## config.mk

```make
export PLATFORM = sky130hd
export DESIGN_NAME = psau_top
export DESIGN_NICKNAME = d
export VERILOG_FILES = /design/src/core/psau_top.v
export VERILOG_INCLUDE_DIRS = /design/src /design/src/core
export SDC_FILE = /design/constraint.sdc
export NUM_CORES = 1
export LEC_CHECK = 0
export BUFFER_PORTS_ARGS = -buffer_cell sky130_fd_sc_hd__buf_4
export CORE_UTILIZATION = 40
export DETAILED_ROUTE_END_ITERATION = 10
export GPL_TIMING_DRIVEN = 0
export PLACE_DENSITY = 0.76
export SLEW_MARGIN = 20
export SYNTH_ARGS = -nofsm -noshare
export SYNTH_HDL_FRONTEND = slang
export SYNTH_SLANG_ARGS = --single-unit
```

## constraint.sdc

```tcl
create_clock -name clk -period 4.51 [get_ports clk]
set_input_delay 0.2255 -clock clk [delete_from_list [all_inputs] [get_ports clk]]
set_output_delay 0.2255 -clock clk [all_outputs]
set_load 0.02 [all_outputs]
```

## src/core/psau_regs.vh

```
`ifndef PSAU_REGS_VH
`define PSAU_REGS_VH
// ==========================================================
// register map (byte addresses, one aligned word each)
`define PSAU_OFF_TBLPG 4'h0
`define PSAU_OFF_WINPG 4'h4
`define PSAU_OFF_CORE 4'h8
`define PSAU_OFF_STAT 4'hC
// ==========================================================
// field positions
`define PSAU_CORE_WEN_BIT 0
`define PSAU_PAGE_CFG_BIT 7
`define PSAU_EA_MSB 15
// ==========================================================
// reset values
`define PSAU_TBLPG_RST 8'h00
`define PSAU_WINPG_RST 8'h00
`define PSAU_CORE_RST 1'b0
// ==========================================================
// access kinds
`define PSAU_K_NONE 3'h0
`define PSAU_K_RDL 3'h1
`define PSAU_K_RDH 3'h2
`define PSAU_K_WTL 3'h3
`define PSAU_K_WTH 3'h4
`define PSAU_K_DATA 3'h5
// ==========================================================
// instruction classes for the window penalty
`define PSAU_C_OTHER 2'h0
`define PSAU_C_MACPF 2'h1
`define PSAU_C_MOV 2'h2
`define PSAU_C_MOVD 2'h3
// ==========================================================
// extra cycle counts
`define PSAU_XTRA_ONE 2'h1
`define PSAU_XTRA_TWO 2'h2
// ==========================================================
// user space ceiling, last even word address
`define PSAU_USER_TOP 24'h7FFFFE
`define PSAU_RESP_OK 2'h0
`define PSAU_RESP_SLVERR 2'h2
`endif

```

## src/core/psau_top.v

```verilog
// The placing of the registers and register access over AXI4-Lite were left to the implementer.
`timescale 1ns/1ps
module psau_top (
	// clock and reset
	input wire clk,
	input wire rst,
	// axi4-lite write address and data
	input wire [3:0] s_axi_awaddr,
	input wire s_axi_awvalid,
	output reg s_axi_awready,
	input wire [31:0] s_axi_wdata,
	input wire [3:0] s_axi_wstrb,
	input wire s_axi_wvalid,
	output reg s_axi_wready,
	// axi4-lite write response
	output reg [1:0] s_axi_bresp,
	output reg s_axi_bvalid,
	input wire s_axi_bready,
	// axi4-lite read
	input wire [3:0] s_axi_araddr,
	input wire s_axi_arvalid,
	output reg s_axi_arready,
	output reg [31:0] s_axi_rdata,
	output reg [1:0] s_axi_rresp,
	output reg s_axi_rvalid,
	input wire s_axi_rready,
	// core access request
	input wire acc_valid,
	input wire [2:0] acc_kind,
	input wire acc_byte,
	input wire [15:0] acc_ea,
	input wire [22:0] acc_pc,
	input wire [15:0] acc_wdata,
	input wire [1:0] acc_class,
	input wire acc_in_repeat,
	input wire acc_rpt_edge,
	input wire tbl_busy,
	// program memory side
	input wire [23:0] pm_rdata,
	output reg [23:0] pm_addr,
	output reg pm_rd,
	output reg pm_wr,
	output reg [23:0] pm_wdata,
	output reg [2:0] pm_wmask,
	// answer to the core
	output reg [15:0] res_data,
	output reg res_valid,
	output reg res_window,
	output reg res_xspace,
	output reg [1:0] res_extra,
	output reg res_range_err
);
`include "psau_regs.vh"

	// ==========================================================
	// software registers
	reg [7:0] tbl_page_r;
	reg [7:0] win_page_r;
	reg win_en_r;
	reg range_err_r;
	reg [15:0] win_count_r;

	// ==========================================================
	// axi4-lite write: address and data taken in either order
	reg aw_held_r;
	reg w_held_r;
	reg [3:0] aw_addr_r;
	reg [31:0] w_data_r;
	reg [3:0] w_strb_r;
	wire wr_go = aw_held_r && w_held_r && !s_axi_bvalid;
	wire clr_hit = wr_go && aw_addr_r == `PSAU_OFF_STAT && w_strb_r[0] && w_data_r[0];
	wire range_set;

	always @(posedge clk or posedge rst) begin
		if (rst) begin
			aw_held_r <= 1'b0;
			w_held_r <= 1'b0;
			aw_addr_r <= 4'h0;
			w_data_r <= 32'h0;
			w_strb_r <= 4'h0;
			s_axi_awready <= 1'b0;
			s_axi_wready <= 1'b0;
			s_axi_bvalid <= 1'b0;
			s_axi_bresp <= `PSAU_RESP_OK;
			tbl_page_r <= `PSAU_TBLPG_RST;
			win_page_r <= `PSAU_WINPG_RST;
			win_en_r <= `PSAU_CORE_RST;
		end else begin
			s_axi_awready <= !aw_held_r && !s_axi_awready;
			s_axi_wready <= !w_held_r && !s_axi_wready;
			if (s_axi_awvalid && s_axi_awready) begin
				aw_held_r <= 1'b1;
				aw_addr_r <= s_axi_awaddr;
			end
			if (s_axi_wvalid && s_axi_wready) begin
				w_held_r <= 1'b1;
				w_data_r <= s_axi_wdata;
				w_strb_r <= s_axi_wstrb;
			end
			if (wr_go) begin
				aw_held_r <= 1'b0;
				w_held_r <= 1'b0;
				s_axi_bvalid <= 1'b1;
				s_axi_bresp <= `PSAU_RESP_OK;
				case (aw_addr_r)
					`PSAU_OFF_TBLPG: begin
						if (w_strb_r[0])
							tbl_page_r <= w_data_r[7:0];
					end
					`PSAU_OFF_WINPG: begin
						if (w_strb_r[0])
							win_page_r <= w_data_r[7:0];
					end
					`PSAU_OFF_CORE: begin
						if (w_strb_r[0])
							win_en_r <= w_data_r[`PSAU_CORE_WEN_BIT];
					end
					`PSAU_OFF_STAT: ;
					default: s_axi_bresp <= `PSAU_RESP_SLVERR;
				endcase
			end else if (s_axi_bvalid && s_axi_bready) begin
				s_axi_bvalid <= 1'b0;
			end
		end
	end

	// ==========================================================
	// axi4-lite read, one cycle after the address is taken
	always @(posedge clk or posedge rst) begin
		if (rst) begin
			s_axi_arready <= 1'b0;
			s_axi_rvalid <= 1'b0;
			s_axi_rdata <= 32'h0;
			s_axi_rresp <= `PSAU_RESP_OK;
		end else begin
			s_axi_arready <= !s_axi_rvalid && !s_axi_arready && !s_axi_arvalid ? 1'b0 :
				(!s_axi_rvalid && !s_axi_arready);
			if (s_axi_arvalid && s_axi_arready) begin
				s_axi_rvalid <= 1'b1;
				s_axi_rresp <= `PSAU_RESP_OK;
				case (s_axi_araddr)
					`PSAU_OFF_TBLPG: s_axi_rdata <= {24'h0, tbl_page_r};
					`PSAU_OFF_WINPG: s_axi_rdata <= {24'h0, win_page_r};
					`PSAU_OFF_CORE: s_axi_rdata <= {31'h0, win_en_r};
					// status shows block state: error flag and window hit count
					`PSAU_OFF_STAT: s_axi_rdata <= {win_count_r, 15'h0, range_err_r};
					default: begin
						s_axi_rdata <= 32'h0;
						s_axi_rresp <= `PSAU_RESP_SLVERR;
					end
				endcase
			end else if (s_axi_rvalid && s_axi_rready) begin
				s_axi_rvalid <= 1'b0;
			end
		end
	end

	// ==========================================================
	// access decode
	wire is_tbl_rd = acc_kind == `PSAU_K_RDL || acc_kind == `PSAU_K_RDH;
	wire is_tbl_wt = acc_kind == `PSAU_K_WTL || acc_kind == `PSAU_K_WTH;
	wire is_tbl = is_tbl_rd || is_tbl_wt;
	wire is_high = acc_kind == `PSAU_K_RDH || acc_kind == `PSAU_K_WTH;
	// window blocked while a table operation is still in flight
	wire win_hit = acc_kind == `PSAU_K_DATA && acc_ea[`PSAU_EA_MSB] && win_en_r
		&& !tbl_busy;
	wire is_fetch = acc_kind == `PSAU_K_NONE;

	// ==========================================================
	// program address construction
	reg [23:0] addr_c;
	reg [1:0] extra_c;
	always @* begin
		addr_c = 24'h0;
		if (is_tbl)
			addr_c = {tbl_page_r, acc_ea};
		else if (win_hit)
			addr_c = {1'b0, win_page_r, acc_ea[14:0]};
		else
			addr_c = {1'b0, acc_pc};
	end

	// non-table accesses must stay below the configuration half
	assign range_set = acc_valid && !is_tbl && (addr_c[23] || addr_c > `PSAU_USER_TOP);

	// window penalty
	always @* begin
		extra_c = 2'h0;
		if (win_hit) begin
			if (acc_in_repeat)
				extra_c = acc_rpt_edge ? `PSAU_XTRA_TWO : 2'h0;
			else if (acc_class == `PSAU_C_OTHER)
				extra_c = `PSAU_XTRA_TWO;
			else
				extra_c = `PSAU_XTRA_ONE;
		end
	end

	// ==========================================================
	// read lane mapping for the result of the last access
	reg rd_kind_high_r;
	reg rd_byte_r;
	reg rd_pend_r;
	reg [15:0] lane_c;
	always @* begin
		lane_c = 16'h0;
		if (rd_kind_high_r) begin
			if (rd_byte_r)
				lane_c = 16'h0;
			else
				lane_c = {8'h0, pm_rdata[23:16]};
		end else if (rd_byte_r) begin
			lane_c = {8'h0, pm_rdata[15:8]};
		end else begin
			lane_c = acc_byte_lo_sel ? 16'h0 : 16'h0;
			lane_c = rd_low_byte_r ? {8'h0, pm_rdata[7:0]} : pm_rdata[15:0];
		end
	end
	reg rd_low_byte_r;
	wire acc_byte_lo_sel = 1'b0;

	// ==========================================================
	// request register stage and result stage
	always @(posedge clk or posedge rst) begin
		if (rst) begin
			pm_addr <= 24'h0;
			pm_rd <= 1'b0;
			pm_wr <= 1'b0;
			pm_wdata <= 24'h0;
			pm_wmask <= 3'h0;
			rd_kind_high_r <= 1'b0;
			rd_byte_r <= 1'b0;
			rd_low_byte_r <= 1'b0;
			rd_pend_r <= 1'b0;
			res_data <= 16'h0;
			res_valid <= 1'b0;
			res_window <= 1'b0;
			res_xspace <= 1'b0;
			res_extra <= 2'h0;
			res_range_err <= 1'b0;
			range_err_r <= 1'b0;
			win_count_r <= 16'h0;
		end else begin
			pm_addr <= addr_c;
			pm_rd <= acc_valid && (is_tbl_rd || win_hit || is_fetch);
			pm_wr <= acc_valid && is_tbl_wt;
			// high writes touch only the upper byte lane; low writes the low word, or one byte of it when acc_byte is set
			pm_wdata <= is_high ? {acc_wdata[7:0], 16'h0} : {8'h0, acc_wdata};
			pm_wmask <= !(acc_valid && is_tbl_wt) ? 3'h0 :
				is_high ? 3'h4 : acc_byte ? (acc_ea[0] ? 3'h2 : 3'h1) : 3'h3;
			rd_kind_high_r <= acc_kind == `PSAU_K_RDH;
			rd_byte_r <= acc_byte && acc_ea[0] && acc_kind != `PSAU_K_DATA;
			rd_low_byte_r <= acc_byte && !acc_ea[0] && acc_kind != `PSAU_K_DATA;
			rd_pend_r <= acc_valid && (is_tbl_rd || win_hit);
			res_valid <= rd_pend_r;
			res_data <= rd_pend_r ? lane_c : 16'h0;
			res_window <= acc_valid && win_hit;
			// upper data half is X space whether mapped or not
			res_xspace <= acc_valid && acc_kind == `PSAU_K_DATA && acc_ea[`PSAU_EA_MSB];
			res_extra <= acc_valid ? extra_c : 2'h0;
			res_range_err <= range_set;
			// set wins over a software clear in the same cycle
			if (range_set)
				range_err_r <= 1'b1;
			else if (clr_hit)
				range_err_r <= 1'b0;
			if (acc_valid && win_hit)
				win_count_r <= win_count_r + 16'h1;
		end
	end
endmodule

```

==> run_results.csv, run 1 <==
group,metric,value,unit
sta,rsz0062_at_grt,"no",
setup_path,worstPathRequired,4.87,ns
detailed_routing,drtAntennaViolNets,0,
detailed_routing,first_pass_iters,4,
setup_path,endpoint_kind,"register",
setup_path,crit_arrival,2.60,ns
synthesis,synth_area,0.006389,mm^2
clock_network,cts.repair.resized,0,
clock_network,cts.sinks,159,
final_layout,nets,887,
synthesis,synth_seq_cells,159,
synthesis,yosysWarnings,0,
floorplanning,placementRows,45,
synthesis,synth_flop_cell,"dfrtp_1",
synthesis,synth_top_area_cell,"dfrtp_1",
detailed_routing,viasPerCell,4.887,
final_layout,syn2layout_area_growth,41.87,%
global_route,grt_max_degree,38,
global_route,globalRouteOverflowTotal,0,
sta,finClkSkew,0.007289,ns
final_layout,final_common_cell,"buf_4",
sta,fmax,446.9,MHz
placement,place.detailed.hpwl,11810,um
synthesis,ys_seq_area_frac,0.6228,
power_and_ir_drop,leakagePower,4.526,nW
clock_network,clock-root-buffer,"clkbuf_16",
synthesis,yosysTopAreaCellShare,0.6228,
synthesis,synth-edff-count,0,
sta,tns,0,ns
detailed_routing,drt-total-wl,15480,um
clock_network,htreeDepth,4,
floorplanning,ioPinCount,256,
floorplanning,fp.dieH,128.4,um
placement,gp_congestion,0.8799,
floorplanning,start_util,0.4156,
synthesis,yosysUniqueCellTypes,48,
global_route,antenna_found_initial,0,
setup_path,start_kind,"register",
sta,finalHoldViolCount,0,
clock_network,cts_tree,"yes",
detailed_routing,wl_per_cell,15.96,um
status,outcome,"finished clean",
clock_network,path_clk_slew,0.06,ns
setup_path,crit_type,"register to register",
sta,post-route-period-util,0.4961,
setup_path,cp_max_fo,10,
final_layout,final_cell_mix,"buf_4, dfrtp_1, mux2_2",
global_route,grt_pass1_vias,5032,
placement,placed_area,0.008377,mm^2
job,cap_violations,0,
power_and_ir_drop,vdd_drop_max,322.6,uV
floorplanning,die_w,128.4,um
final_layout,fill_cells,1244,
sta,final-setup-viol-count,0,
power_and_ir_drop,power_density,441.7,mW/mm^2
sta,fin_crit,2.238,ns
clock_network,clk_latency,0.42,ns
synthesis,synth-async-reset-ratio,1.000,
global_route,track_usage,0.1972,
synthesis,ys_top_cells_by_area,"dfrtp_1, mux2_2, mux2i_1",
worst_hold_path,hp-class,"input pin to register",
synthesis,syn_area_per_cell,12.91,um^2
detailed_routing,via_count,4740,
detailed_routing,drcViolationCount,0,
sta,slew_headroom,0.4804,
detailed_routing,drt_iter0_drc,229,
clock_network,clockBufferDepth,2,
placement,place.port_buffers,214,
synthesis,synth_cells,495,
final_layout,final_area,0.009064,mm^2
floorplanning,die_area,0.01648,mm^2
sta,tightestPinTransition,0.7777,ns
global_route,grt_pass1_wl,24770,um
floorplanning,fp.coreArea,0.01537,mm^2
clock_network,numCtsBuffers,17,
clock_network,cts_hold_buf,5,
sta,drv_slew,0,
final_layout,antenna_cells,0,
final_layout,drive_above_1_share,0.4282,
clock_network,post_cts_buffers,0,
## cell type report
type | count | area, um^2 | share of cell area
plain buffers | 30 | 182.7 | 0.02015
inverters | 6 | 27.53 | 0.003037
well taps | 211 | 264.0 | 0.02913
clock buffers | 20 | 446.7 | 0.04928
multi-input cells | 309 | 2243 | 0.2475
repair buffers | 223 | 1737 | 0.1916
flip-flops and latches | 159 | 3979 | 0.4390
clock inverters | 12 | 183.9 | 0.02029
## cells by family after synthesis
logic type / after synthesis / synth area share
AOI/OAI and AO/OA: 58 / 0.05817
muxes: 70 / 0.1206
adders and majority gates: 1 / 0.001958
buffers and inverters: 36 / 0.03231
xor gates and xnor gates: 17 / 0.02331
other: 1 / 0.0005870
and+or+nand+nor: 153 / 0.1402
DFF: 159 / 0.6228
## critical path, cell delays in order, from the launching register on
cell	delay (ns)
dfrtp_1	0.41
nand2_1	0.22
nor3_1	0.56
and3_1	0.27
clkbuf_1	0.27
buf_2	0.28
a22o_1	0.16
## worst paths after layout
path | start | slack, ns | depth (start not counted) | end
min in group asynchronous | rst | 0.51 | 3 | pm_wdata[3]$_DFF_PP0_
max in group asynchronous | rst | 3.19 | 5 | s_axi_rdata[23]$_DFFE_PP0P_
max reg2reg | s_axi_arready$_DFF_PP0_ | 2.27 | 6 | s_axi_rdata[17]$_DFFE_PP0P_
max | s_axi_arready$_DFF_PP0_ | 2.27 | 6 | s_axi_rdata[17]$_DFFE_PP0P_
min reg2reg | aw_held_r$_DFFE_PP0P_ | 0.45 | 1 | s_axi_awready$_DFF_PP0_
min | acc_kind[2] | 0.02 | 2 | rd_kind_high_r$_DFF_PP0_
## metal layers
| layer | part of all wire | vias to the layer above | track usage |
|---|---|---|---|
| li1 | - | 2211 | - |
| met1 | 0.40 | 2313 | 0.2296 |
| met2 | 0.50 | 184 | 0.3326 |
| met3 | 0.081 | 32 | 0.06653 |
| met4 | 0.021 | 0 | 0.08512 |
| met5 | 0 | - | 0 |
## cells in the mapped netlist (all sizes together), types with 11 or more instances
cell type / instances
dfrtp: 159
mux2: 46
nand2: 34
o21ai: 28
and2: 27
mux2i: 23
buf: 19
nor2: 19
nor2b: 19
a22o: 17
nand4: 13
clkbuf: 11
## per-stage QoR
step	utilization	power, mW	hold WS [ns]	setup WS, ns	std cells
finish	0.5897	4.003	0.02161	2.272	970
global route	0.5897	4.186	0.01436	2.091	970
CTS	0.5893	4.040	0.008305	2.236	970
detailed placement	0.5450	2.513	0.4085	2.259	933
global placement	0.5398	2.465	0.4069	1.472	929
floorplan	-	2.180	0.2958	2.270	504
## flip-flops by register name, summed over array words and instances, names as in the netlist, 3 cells and up
register / cells
pm_wdata: 24
tbl_page_r: 8
pm_wmask: 3
res_data: 16
w_data_r: 8
win_count_r: 16
aw_addr_r: 4
win_page_r: 8
pm_addr: 24
s_axi_rdata: 24
## report_power, final
group	switching [mW]	internal (mW)	total (mW)
Combinational	0.332	0.360	0.692
Clock	0.570	0.946	1.52
Sequential	0.163	1.63	1.80
Power figures use the tool's default switching activity.
==> inputs of run 2 (changes only) <==
--- a/config.mk
+++ b/config.mk
@@ -6,11 +6,12 @@
 export SDC_FILE = /design/constraint.sdc
 export NUM_CORES = 1
 export LEC_CHECK = 0
+export ABC_AREA = 1
 export BUFFER_PORTS_ARGS = -buffer_cell sky130_fd_sc_hd__buf_4
 export CORE_UTILIZATION = 40
 export DETAILED_ROUTE_END_ITERATION = 10
 export GPL_TIMING_DRIVEN = 0
-export PLACE_DENSITY = 0.76
+export PLACE_DENSITY = 0.75
 export SLEW_MARGIN = 20
 export SYNTH_ARGS = -nofsm -noshare
 export SYNTH_HDL_FRONTEND = slang
==> constraint.sdc (replaced) <==
create_clock -name clk -period 1.9 [get_ports clk]
set_input_delay 0.095 -clock clk [delete_from_list [all_inputs] [get_ports clk]]
set_output_delay 0.095 -clock clk [all_outputs]
set_load 0.02 [all_outputs]
==> run 2 against run 1 <==
Net effect: clock power is 140% higher; critical endpoint is now pm_addr[10]$_DFF_PP0_; register-to-register slack worse by 2.2 ns; clock skew rose by 0.00082 ns; core utilization is 6.5 points higher; cell area grew 16%; wire length grew 25%; combinational power grew to 3.3 times the previous value; largest cell class unchanged; flip-flop and latch count stayed put; global-route usage is 3.6 points higher.
==> run_results.csv, run 2 <==
group,metric,value,unit
status,outcome,"finished clean",
synthesis,synth_area,0.006615,mm^2
power_and_ir_drop,leakagePower,5.519,nW
detailed_routing,drtAntennaViolNets,0,
sta,finClkSkew,0.008114,ns
setup_path,critPathMaxStageDelay,0.59,ns
setup_path,rr_endpoint,"pm_addr[5]$_DFF_PP0_",
final_layout,drive_above_1_share,0.2876,
sta,post-route-period-util,0.9549,
sta,finalHoldViolCount,0,
detailed_routing,via_count,6088,
sta,slew_headroom,0.6063,
power_and_ir_drop,power_density,968.2,mW/mm^2
floorplanning,ioPinCount,256,
detailed_routing,drt-total-wl,19340,um
placement,pre_cts_ws,-0.04688,ns
detailed_routing,first_pass_iters,4,
job,cap_violations,0,
synthesis,synth_common_cells,"nand2_1, dfrtp_1, inv_1",
final_layout,syn2layout_area_growth,58.29,%
setup_path,path_cells,"dlygate4sd3_1 > buf_6 > inv_1 > nand2_2 > nor2_4 > nor2_8 > buf_4 > nand3_1 > nand2_1 > dlygate4sd3_1",
final_layout,fill_cells,1282,
power_and_ir_drop,p_total,10.14,mW
placement,place_inst,1162,
setup_path,crit_arrival,2.10,ns
final_layout,top_regs,"pm_addr x24, pm_wdata x24, s_axi_rdata x24",
synthesis,synth_cells,714,
sta,holdWs,0.02768,ns
placement,place.port_buffers,218,
worst_hold_path,hp-class,"input pin to register",
final_layout,final_cell_mix,"buf_4, nand2_1, dfrtp_1",
final_layout,final_common_cell,"buf_4",
floorplanning,fp.dieH,130.6,um
setup_path,start_kind,"input pin",
synthesis,yosysUniqueCellTypes,33,
detailed_routing,drcViolationCount,0,
setup_path,ff2ff_setup_slack,0.09,ns
synthesis,muxShareOfSynthArea,0,
sta,fmax,551.2,MHz
sta,tightestPinTransition,0.5905,ns
setup_path,path_common_cell,"dlygate4sd3_1",
setup_path,r2r-start,"win_en_r$_DFFE_PP0P_",
setup_path,crit_type,"input pin to register",
global_route,grt_pass1_wl,30130,um
setup_path,cp_max_fo,5,
clock_network,path_clk_slew,0.06,ns
floorplanning,die_w,130.6,um
placement,place.detailed.hpwl,13220,um
detailed_routing,drt_iter0_drc,334,
synthesis,synth_top_area_cell,"dfrtp_1",
clock_network,htreeDepth,4,
clock_network,clockBufferDepth,2,
detailed_routing,viasPerCell,4.672,
clock_network,clock-root-buffer,"clkbuf_16",
synthesis,synth.most_common_cell,"nand2_1",
floorplanning,fp.coreArea,0.01600,mm^2
power_and_ir_drop,vdd_drop_max,673.0,uV
clock_network,cts.sinks,159,
sta,tns,0,ns
clock_network,clk_latency,0.42,ns
sta,rsz0062_at_grt,"yes",
synthesis,yosysTopAreaCellShare,0.6015,
synthesis,synth-simple-area-share,0.2173,
clock_network,cts_tree,"yes",
global_route,grt_max_degree,36,
synthesis,yosysWarnings,0,
placement,gp_congestion,0.8158,
setup_path,cp_slowest_cell,"dlygate4sd3_1",
final_layout,finalNonFillerCells,1303,
synthesis,synth-compound-area-share,0.07074,
setup_path,worstPathRequired,2.19,ns
synthesis,synth-edff-count,0,
final_layout,nets,1213,
sta,layout_setup_ws,0.08574,ns
synthesis,synth-xor-area-share,0.01986,
global_route,globalRouteOverflowTotal,0,
synthesis,synth_seq_cells,159,
global_route,antenna_found_initial,2,
floorplanning,start_util,0.4134,
global_route,grt_pass1_vias,6318,
synthesis,ys_top_cells_by_area,"dfrtp_1, nand2_1, inv_1",
synthesis,syn_area_per_cell,9.265,um^2
synthesis,yosys.area_share.adder,0.001891,
detailed_routing,wl_per_cell,14.85,um
worst_hold_path,hold_path_depth,3,
clock_network,numCtsBuffers,17,
sta,final-setup-viol-count,0,
floorplanning,die_area,0.01706,mm^2
global_route,track_usage,0.2330,
synthesis,synth_top_family_by_area,"simple AND/OR/NAND/NOR gates",
sta,fin_crit,1.814,ns
floorplanning,placementRows,46,
setup_path,endpoint_kind,"register",
synthesis,synth-async-reset-ratio,1.000,
setup_path,ff2ff_path_depth,8,
synthesis,synth_flop_cell,"dfrtp_1",
synthesis,ys_seq_area_frac,0.6015,
worst_hold_path,hp-start,"pm_rdata[7]",
sta,drv_slew,0,
worst_hold_path,holdPathEnd,"res_data[7]$_DFF_PP0_",
-- run 2: worst max-delay path, delay by kind of cell --
family,cells,cell delay [ns]
buf+inv,5,1.54
simple gates,5,0.48
-- run 2: metrics by stage --
stage,cell area [um^2],util
finish,10470,0.6544
global route,10470,0.6544
CTS,10320,0.6451
detailed placement,8667,0.5417
global placement,8559,0.5350
floorplan,6653,-
-- run 2: what timing repair did --
action	CTS	global route
gates cloned	0	1
endpoints found under the setup margin	1	17
buffers inserted	0	6
gates resized for setup	1	24
hold endpoints to repair	96	0
pin swaps	0	9
hold buffers	101	0
-- run 2: area by class of cell --
class                      count  area (um^2)  area share
antenna                        2        5.005   0.0004780
buffer                        28        191.4     0.01828
clock buffer                  20        456.7     0.04361
clock inverter                12        183.9     0.01756
inverter                     109        416.7     0.03979
multi-input combinational    426         2127      0.2031
sequential                   159         3979      0.3800
tap                          216        270.3     0.02581
timing repair buffer         331         2841      0.2714
-- run 2: metal layers --
| layer | wire [um] | vias up | GRT usage |
|---|---|---|---|
| met5 | 0 | - | 0 |
| met4 | 578 | 0 | 0.1014 |
| met3 | 1119 | 49 | 0.06026 |
| met2 | 10040 | 197 | 0.4127 |
| met1 | 7604 | 2903 | 0.2652 |
| li1 | - | 2939 | - |
-- run 2: kinds of logic (layout without fill, tap and decap cells) --
group | Yosys count | after routing
AOI/OAI and AO/OA | 80 | 80
adders and majority gates | 1 | 1
buffers and inverters | 138 | 500
xor gates and xnor gates | 15 | 15
and+or+nand+nor | 320 | 320
DFF | 159 | 159
other | 1 | 12
-- run 2: how the worst max path moves through the flow --
stage          slack, ns  depth (start not counted)                       end            startpoint
2_1_floorplan      -0.21                          1  aw_addr_r[0]$_DFFE_PP0P_                   rst
3_3_place_gp       -1.15                          2     pm_addr[21]$_DFF_PP0_                   rst
3_5_place_dp       -0.05                         13   range_err_r$_DFFE_PP0P_  win_en_r$_DFFE_PP0P_
4_1_cts            0.006                          7      pm_addr[9]$_DFF_PP0_  win_en_r$_DFFE_PP0P_
5_1_grt            -0.05                          9    res_extra[0]$_DFF_PP0_           acc_kind[2]
6_report            0.09                         10     pm_addr[10]$_DFF_PP0_           acc_kind[2]
-- run 2: report_power, final --
part           internal [mW]  switching (mW)
Combinational           1.01            1.28
Clock                   2.28            1.36
Sequential              3.91           0.295
Total                   7.20            2.93
==> inputs of run 3 (changes only) <==
--- a/config.mk
+++ b/config.mk
@@ -8,10 +8,11 @@
 export LEC_CHECK = 0
 export ABC_AREA = 1
 export BUFFER_PORTS_ARGS = -buffer_cell sky130_fd_sc_hd__buf_4
+export CAP_MARGIN = 20
 export CORE_UTILIZATION = 40
 export DETAILED_ROUTE_END_ITERATION = 10
 export GPL_TIMING_DRIVEN = 0
-export PLACE_DENSITY = 0.75
+export PLACE_DENSITY = 0.73
 export SLEW_MARGIN = 20
 export SYNTH_ARGS = -nofsm -noshare
 export SYNTH_HDL_FRONTEND = slang
==> constraint.sdc (replaced) <==
create_clock -name clk -period 2.15 [get_ports clk]
set_input_delay 0.1075 -clock clk [delete_from_list [all_inputs] [get_ports clk]]
set_output_delay 0.1075 -clock clk [all_outputs]
set_load 0.02 [all_outputs]
==> run 3 against run 2 <==
Net effect: flip-flop and latch count stayed put; non-clock buffer count shrank 7; setup slack improved by 0.051 ns; power down 13%; critical endpoint is now pm_addr[7]$_DFF_PP0_.
==> run_results.csv, run 3 (synthesized netlist as in run 2, its figures left out) <==
group,metric,value,unit
status,outcome,"finished clean",
power_and_ir_drop,p_total,8.837,mW
detailed_routing,via_count,5965,
floorplanning,die_area,0.01706,mm^2
setup_path,endpoint_kind,"register",
power_and_ir_drop,seq_power_share,0.421,
sta,final-setup-viol-count,0,
final_layout,syn2layout_area_growth,55.97,%
final_layout,nets,1206,
floorplanning,ioPinCount,256,
power_and_ir_drop,leakagePower,5.446,nW
detailed_routing,first_pass_iters,5,
clock_network,clock-root-buffer,"clkbuf_16",
setup_path,ff2ff_path_depth,7,
floorplanning,fp.coreArea,0.01600,mm^2
power_and_ir_drop,combinationalPowerShare,0.224,
placement,place.port_buffers,218,
setup_path,worstPathRequired,2.47,ns
placement,gp_congestion,0.8043,
detailed_routing,drtAntennaViolNets,0,
setup_path,cpLargestDelayFamily,"buffers and inverters",
detailed_routing,drcViolationCount,0,
setup_path,start_kind,"input pin",
floorplanning,start_util,0.4134,
setup_path,critPathBufInv,5,
final_layout,final_common_cell,"buf_4",
placement,pre_cts_ws,0.1725,ns
setup_path,cp_slowest_cell,"dlygate4sd3_1",
global_route,antenna_found_initial,1,
floorplanning,fp.dieH,130.6,um
sta,drv_slew,0,
clock_network,numCtsBuffers,17,
placement,place.detailed.hpwl,13370,um
final_layout,top_regs,"pm_addr x24, pm_wdata x24, s_axi_rdata x24",
final_layout,fill_cells,1284,
detailed_routing,drt-total-wl,19030,um
global_route,globalRouteOverflowTotal,0,
sta,slew_headroom,0.5472,
clock_network,clk_latency,0.43,ns
sta,fin_crit,2.013,ns
sta,finalHoldViolCount,0,
worst_hold_path,hold_path_depth,3,
floorplanning,die_w,130.6,um
sta,tns,0,ns
sta,layout_setup_ws,0.1370,ns
worst_hold_path,holdPathEnd,"res_extra[0]$_DFF_PP0_",
setup_path,crit_arrival,2.34,ns
setup_path,rr_endpoint,"pm_addr[13]$_DFF_PP0_",
global_route,track_usage,0.2344,
worst_hold_path,hp-start,"acc_class[1]",
clock_network,cts_tree,"yes",
power_and_ir_drop,p_clk_frac,0.355,
final_layout,final_cell_mix,"buf_4, nand2_1, dfrtp_1",
worst_hold_path,hp-class,"input pin to register",
power_and_ir_drop,vdd_drop_max,783.6,uV
power_and_ir_drop,p_sw,2.633,mW
placement,place_inst,1163,
setup_path,ff2ff_setup_slack,0.19,ns
clock_network,cts.sinks,159,
global_route,grt_pass1_vias,6091,
floorplanning,placementRows,46,
detailed_routing,viasPerCell,4.606,
clock_network,htreeDepth,4,
sta,tightestPinTransition,0.6791,ns
sta,fmax,496.8,MHz
final_layout,finalNonFillerCells,1295,
final_layout,drive_above_1_share,0.2811,
sta,rsz0062_at_grt,"no",
clock_network,path_clk_slew,0.06,ns
global_route,grt_max_degree,33,
power_and_ir_drop,power_density,856.6,mW/mm^2
job,cap_violations,0,
setup_path,crit_type,"input pin to register",
sta,post-route-period-util,0.9363,
detailed_routing,drt_iter0_drc,245,
setup_path,cp_max_fo,10,
setup_path,path_cells,"dlygate4sd3_1 > buf_4 > nor2_2 > nor2_2 > nor2_8 > buf_2 > nand3_1 > nand2_1 > dlygate4sd3_1 > inv_1",
clock_network,clockBufferDepth,2,
global_route,grt_pass1_wl,30020,um
setup_path,critPathMaxStageDelay,0.55,ns
setup_path,r2r-start,"win_en_r$_DFFE_PP0P_",
sta,finClkSkew,0.01119,ns
power_and_ir_drop,intPower,6.204,mW
power_and_ir_drop,p_sw_frac,0.2980,
sta,holdWs,0.02390,ns
detailed_routing,wl_per_cell,14.69,um
==> run 3: final cells by class <==
| class | count | area, um^2 | area share |
|---|---|---|---|
| multi-input cells | 426 | 2090 | 0.2025 |
| diodes | 1 | 2.502 | 0.0002425 |
| flip-flops and latches | 159 | 3979 | 0.3856 |
| clock buffers | 18 | 439.2 | 0.04257 |
| plain buffers | 29 | 173.9 | 0.01686 |
| well taps | 216 | 270.3 | 0.02619 |
| inverters | 109 | 412.9 | 0.04002 |
| clock inverters | 14 | 180.2 | 0.01746 |
| repair buffers | 323 | 2770 | 0.2685 |
==> run 3: per-stage QoR <==
| step | utilization | cell area [um^2] |
|---|---|---|
| 2_1_floorplan | - | 6653 |
| 3_3_place_gp | 0.5350 | 8559 |
| 3_5_place_dp | 0.5439 | 8702 |
| 4_1_cts | 0.6445 | 10310 |
| 5_1_grt | 0.6448 | 10320 |
| 6_report | 0.6448 | 10320 |
==> run 3: worst max path at each step <==
stage	from	end	slack [ns]	cells after the start
after global placement	rst	pm_addr[17]$_DFF_PP0_	-0.94	2
final	acc_kind[1]	pm_addr[7]$_DFF_PP0_	0.14	10
after detailed placement	win_en_r$_DFFE_PP0P_	range_err_r$_DFFE_PP0P_	0.17	12
after global routing	win_en_r$_DFFE_PP0P_	res_extra[1]$_DFF_PP0_	0.04	7
after CTS	win_en_r$_DFFE_PP0P_	pm_addr[13]$_DFF_PP0_	0.09	7
after floorplan	rst	aw_addr_r[0]$_DFFE_PP0P_	0.03	1
==> run 3: power by group through the flow <==
stage | Clock, mW | Sequential [mW] | Combinational (mW)
floorplan | 0 | 3.94 | 0.789
global placement | 0 | 3.76 | 1.68
detailed placement | 0 | 3.76 | 1.76
CTS | 3.21 | 3.71 | 1.97
global route | 3.34 | 3.78 | 2.20
finish | 3.13 | 3.72 | 1.98
==> run 3: what timing repair did <==
item | in CTS | in global routing
setup buffers | 0 | 0
hold buffers | 99 | 0
gates resized for setup | 0 | 1
endpoints found under the setup margin | 0 | 8
hold endpoints to repair | 100 | 0
==> run 3: tightest hold or removal path, delay by kind of cell <==
kind,cells,cell delay [ns]
buffers and inverters,1,0.08
and+or+nand+nor,2,0.20
==> run 3: layer usage <==
| layer | vias to the layer above | wire [um] | global-route usage |
|---|---|---|---|
| met5 | - | 0 | 0 |
| met4 | 0 | 573 | 0.09939 |
| met3 | 42 | 962 | 0.06270 |
| met2 | 180 | 9723 | 0.4046 |
| met1 | 2821 | 7767 | 0.2754 |
| li1 | 2922 | - | - |
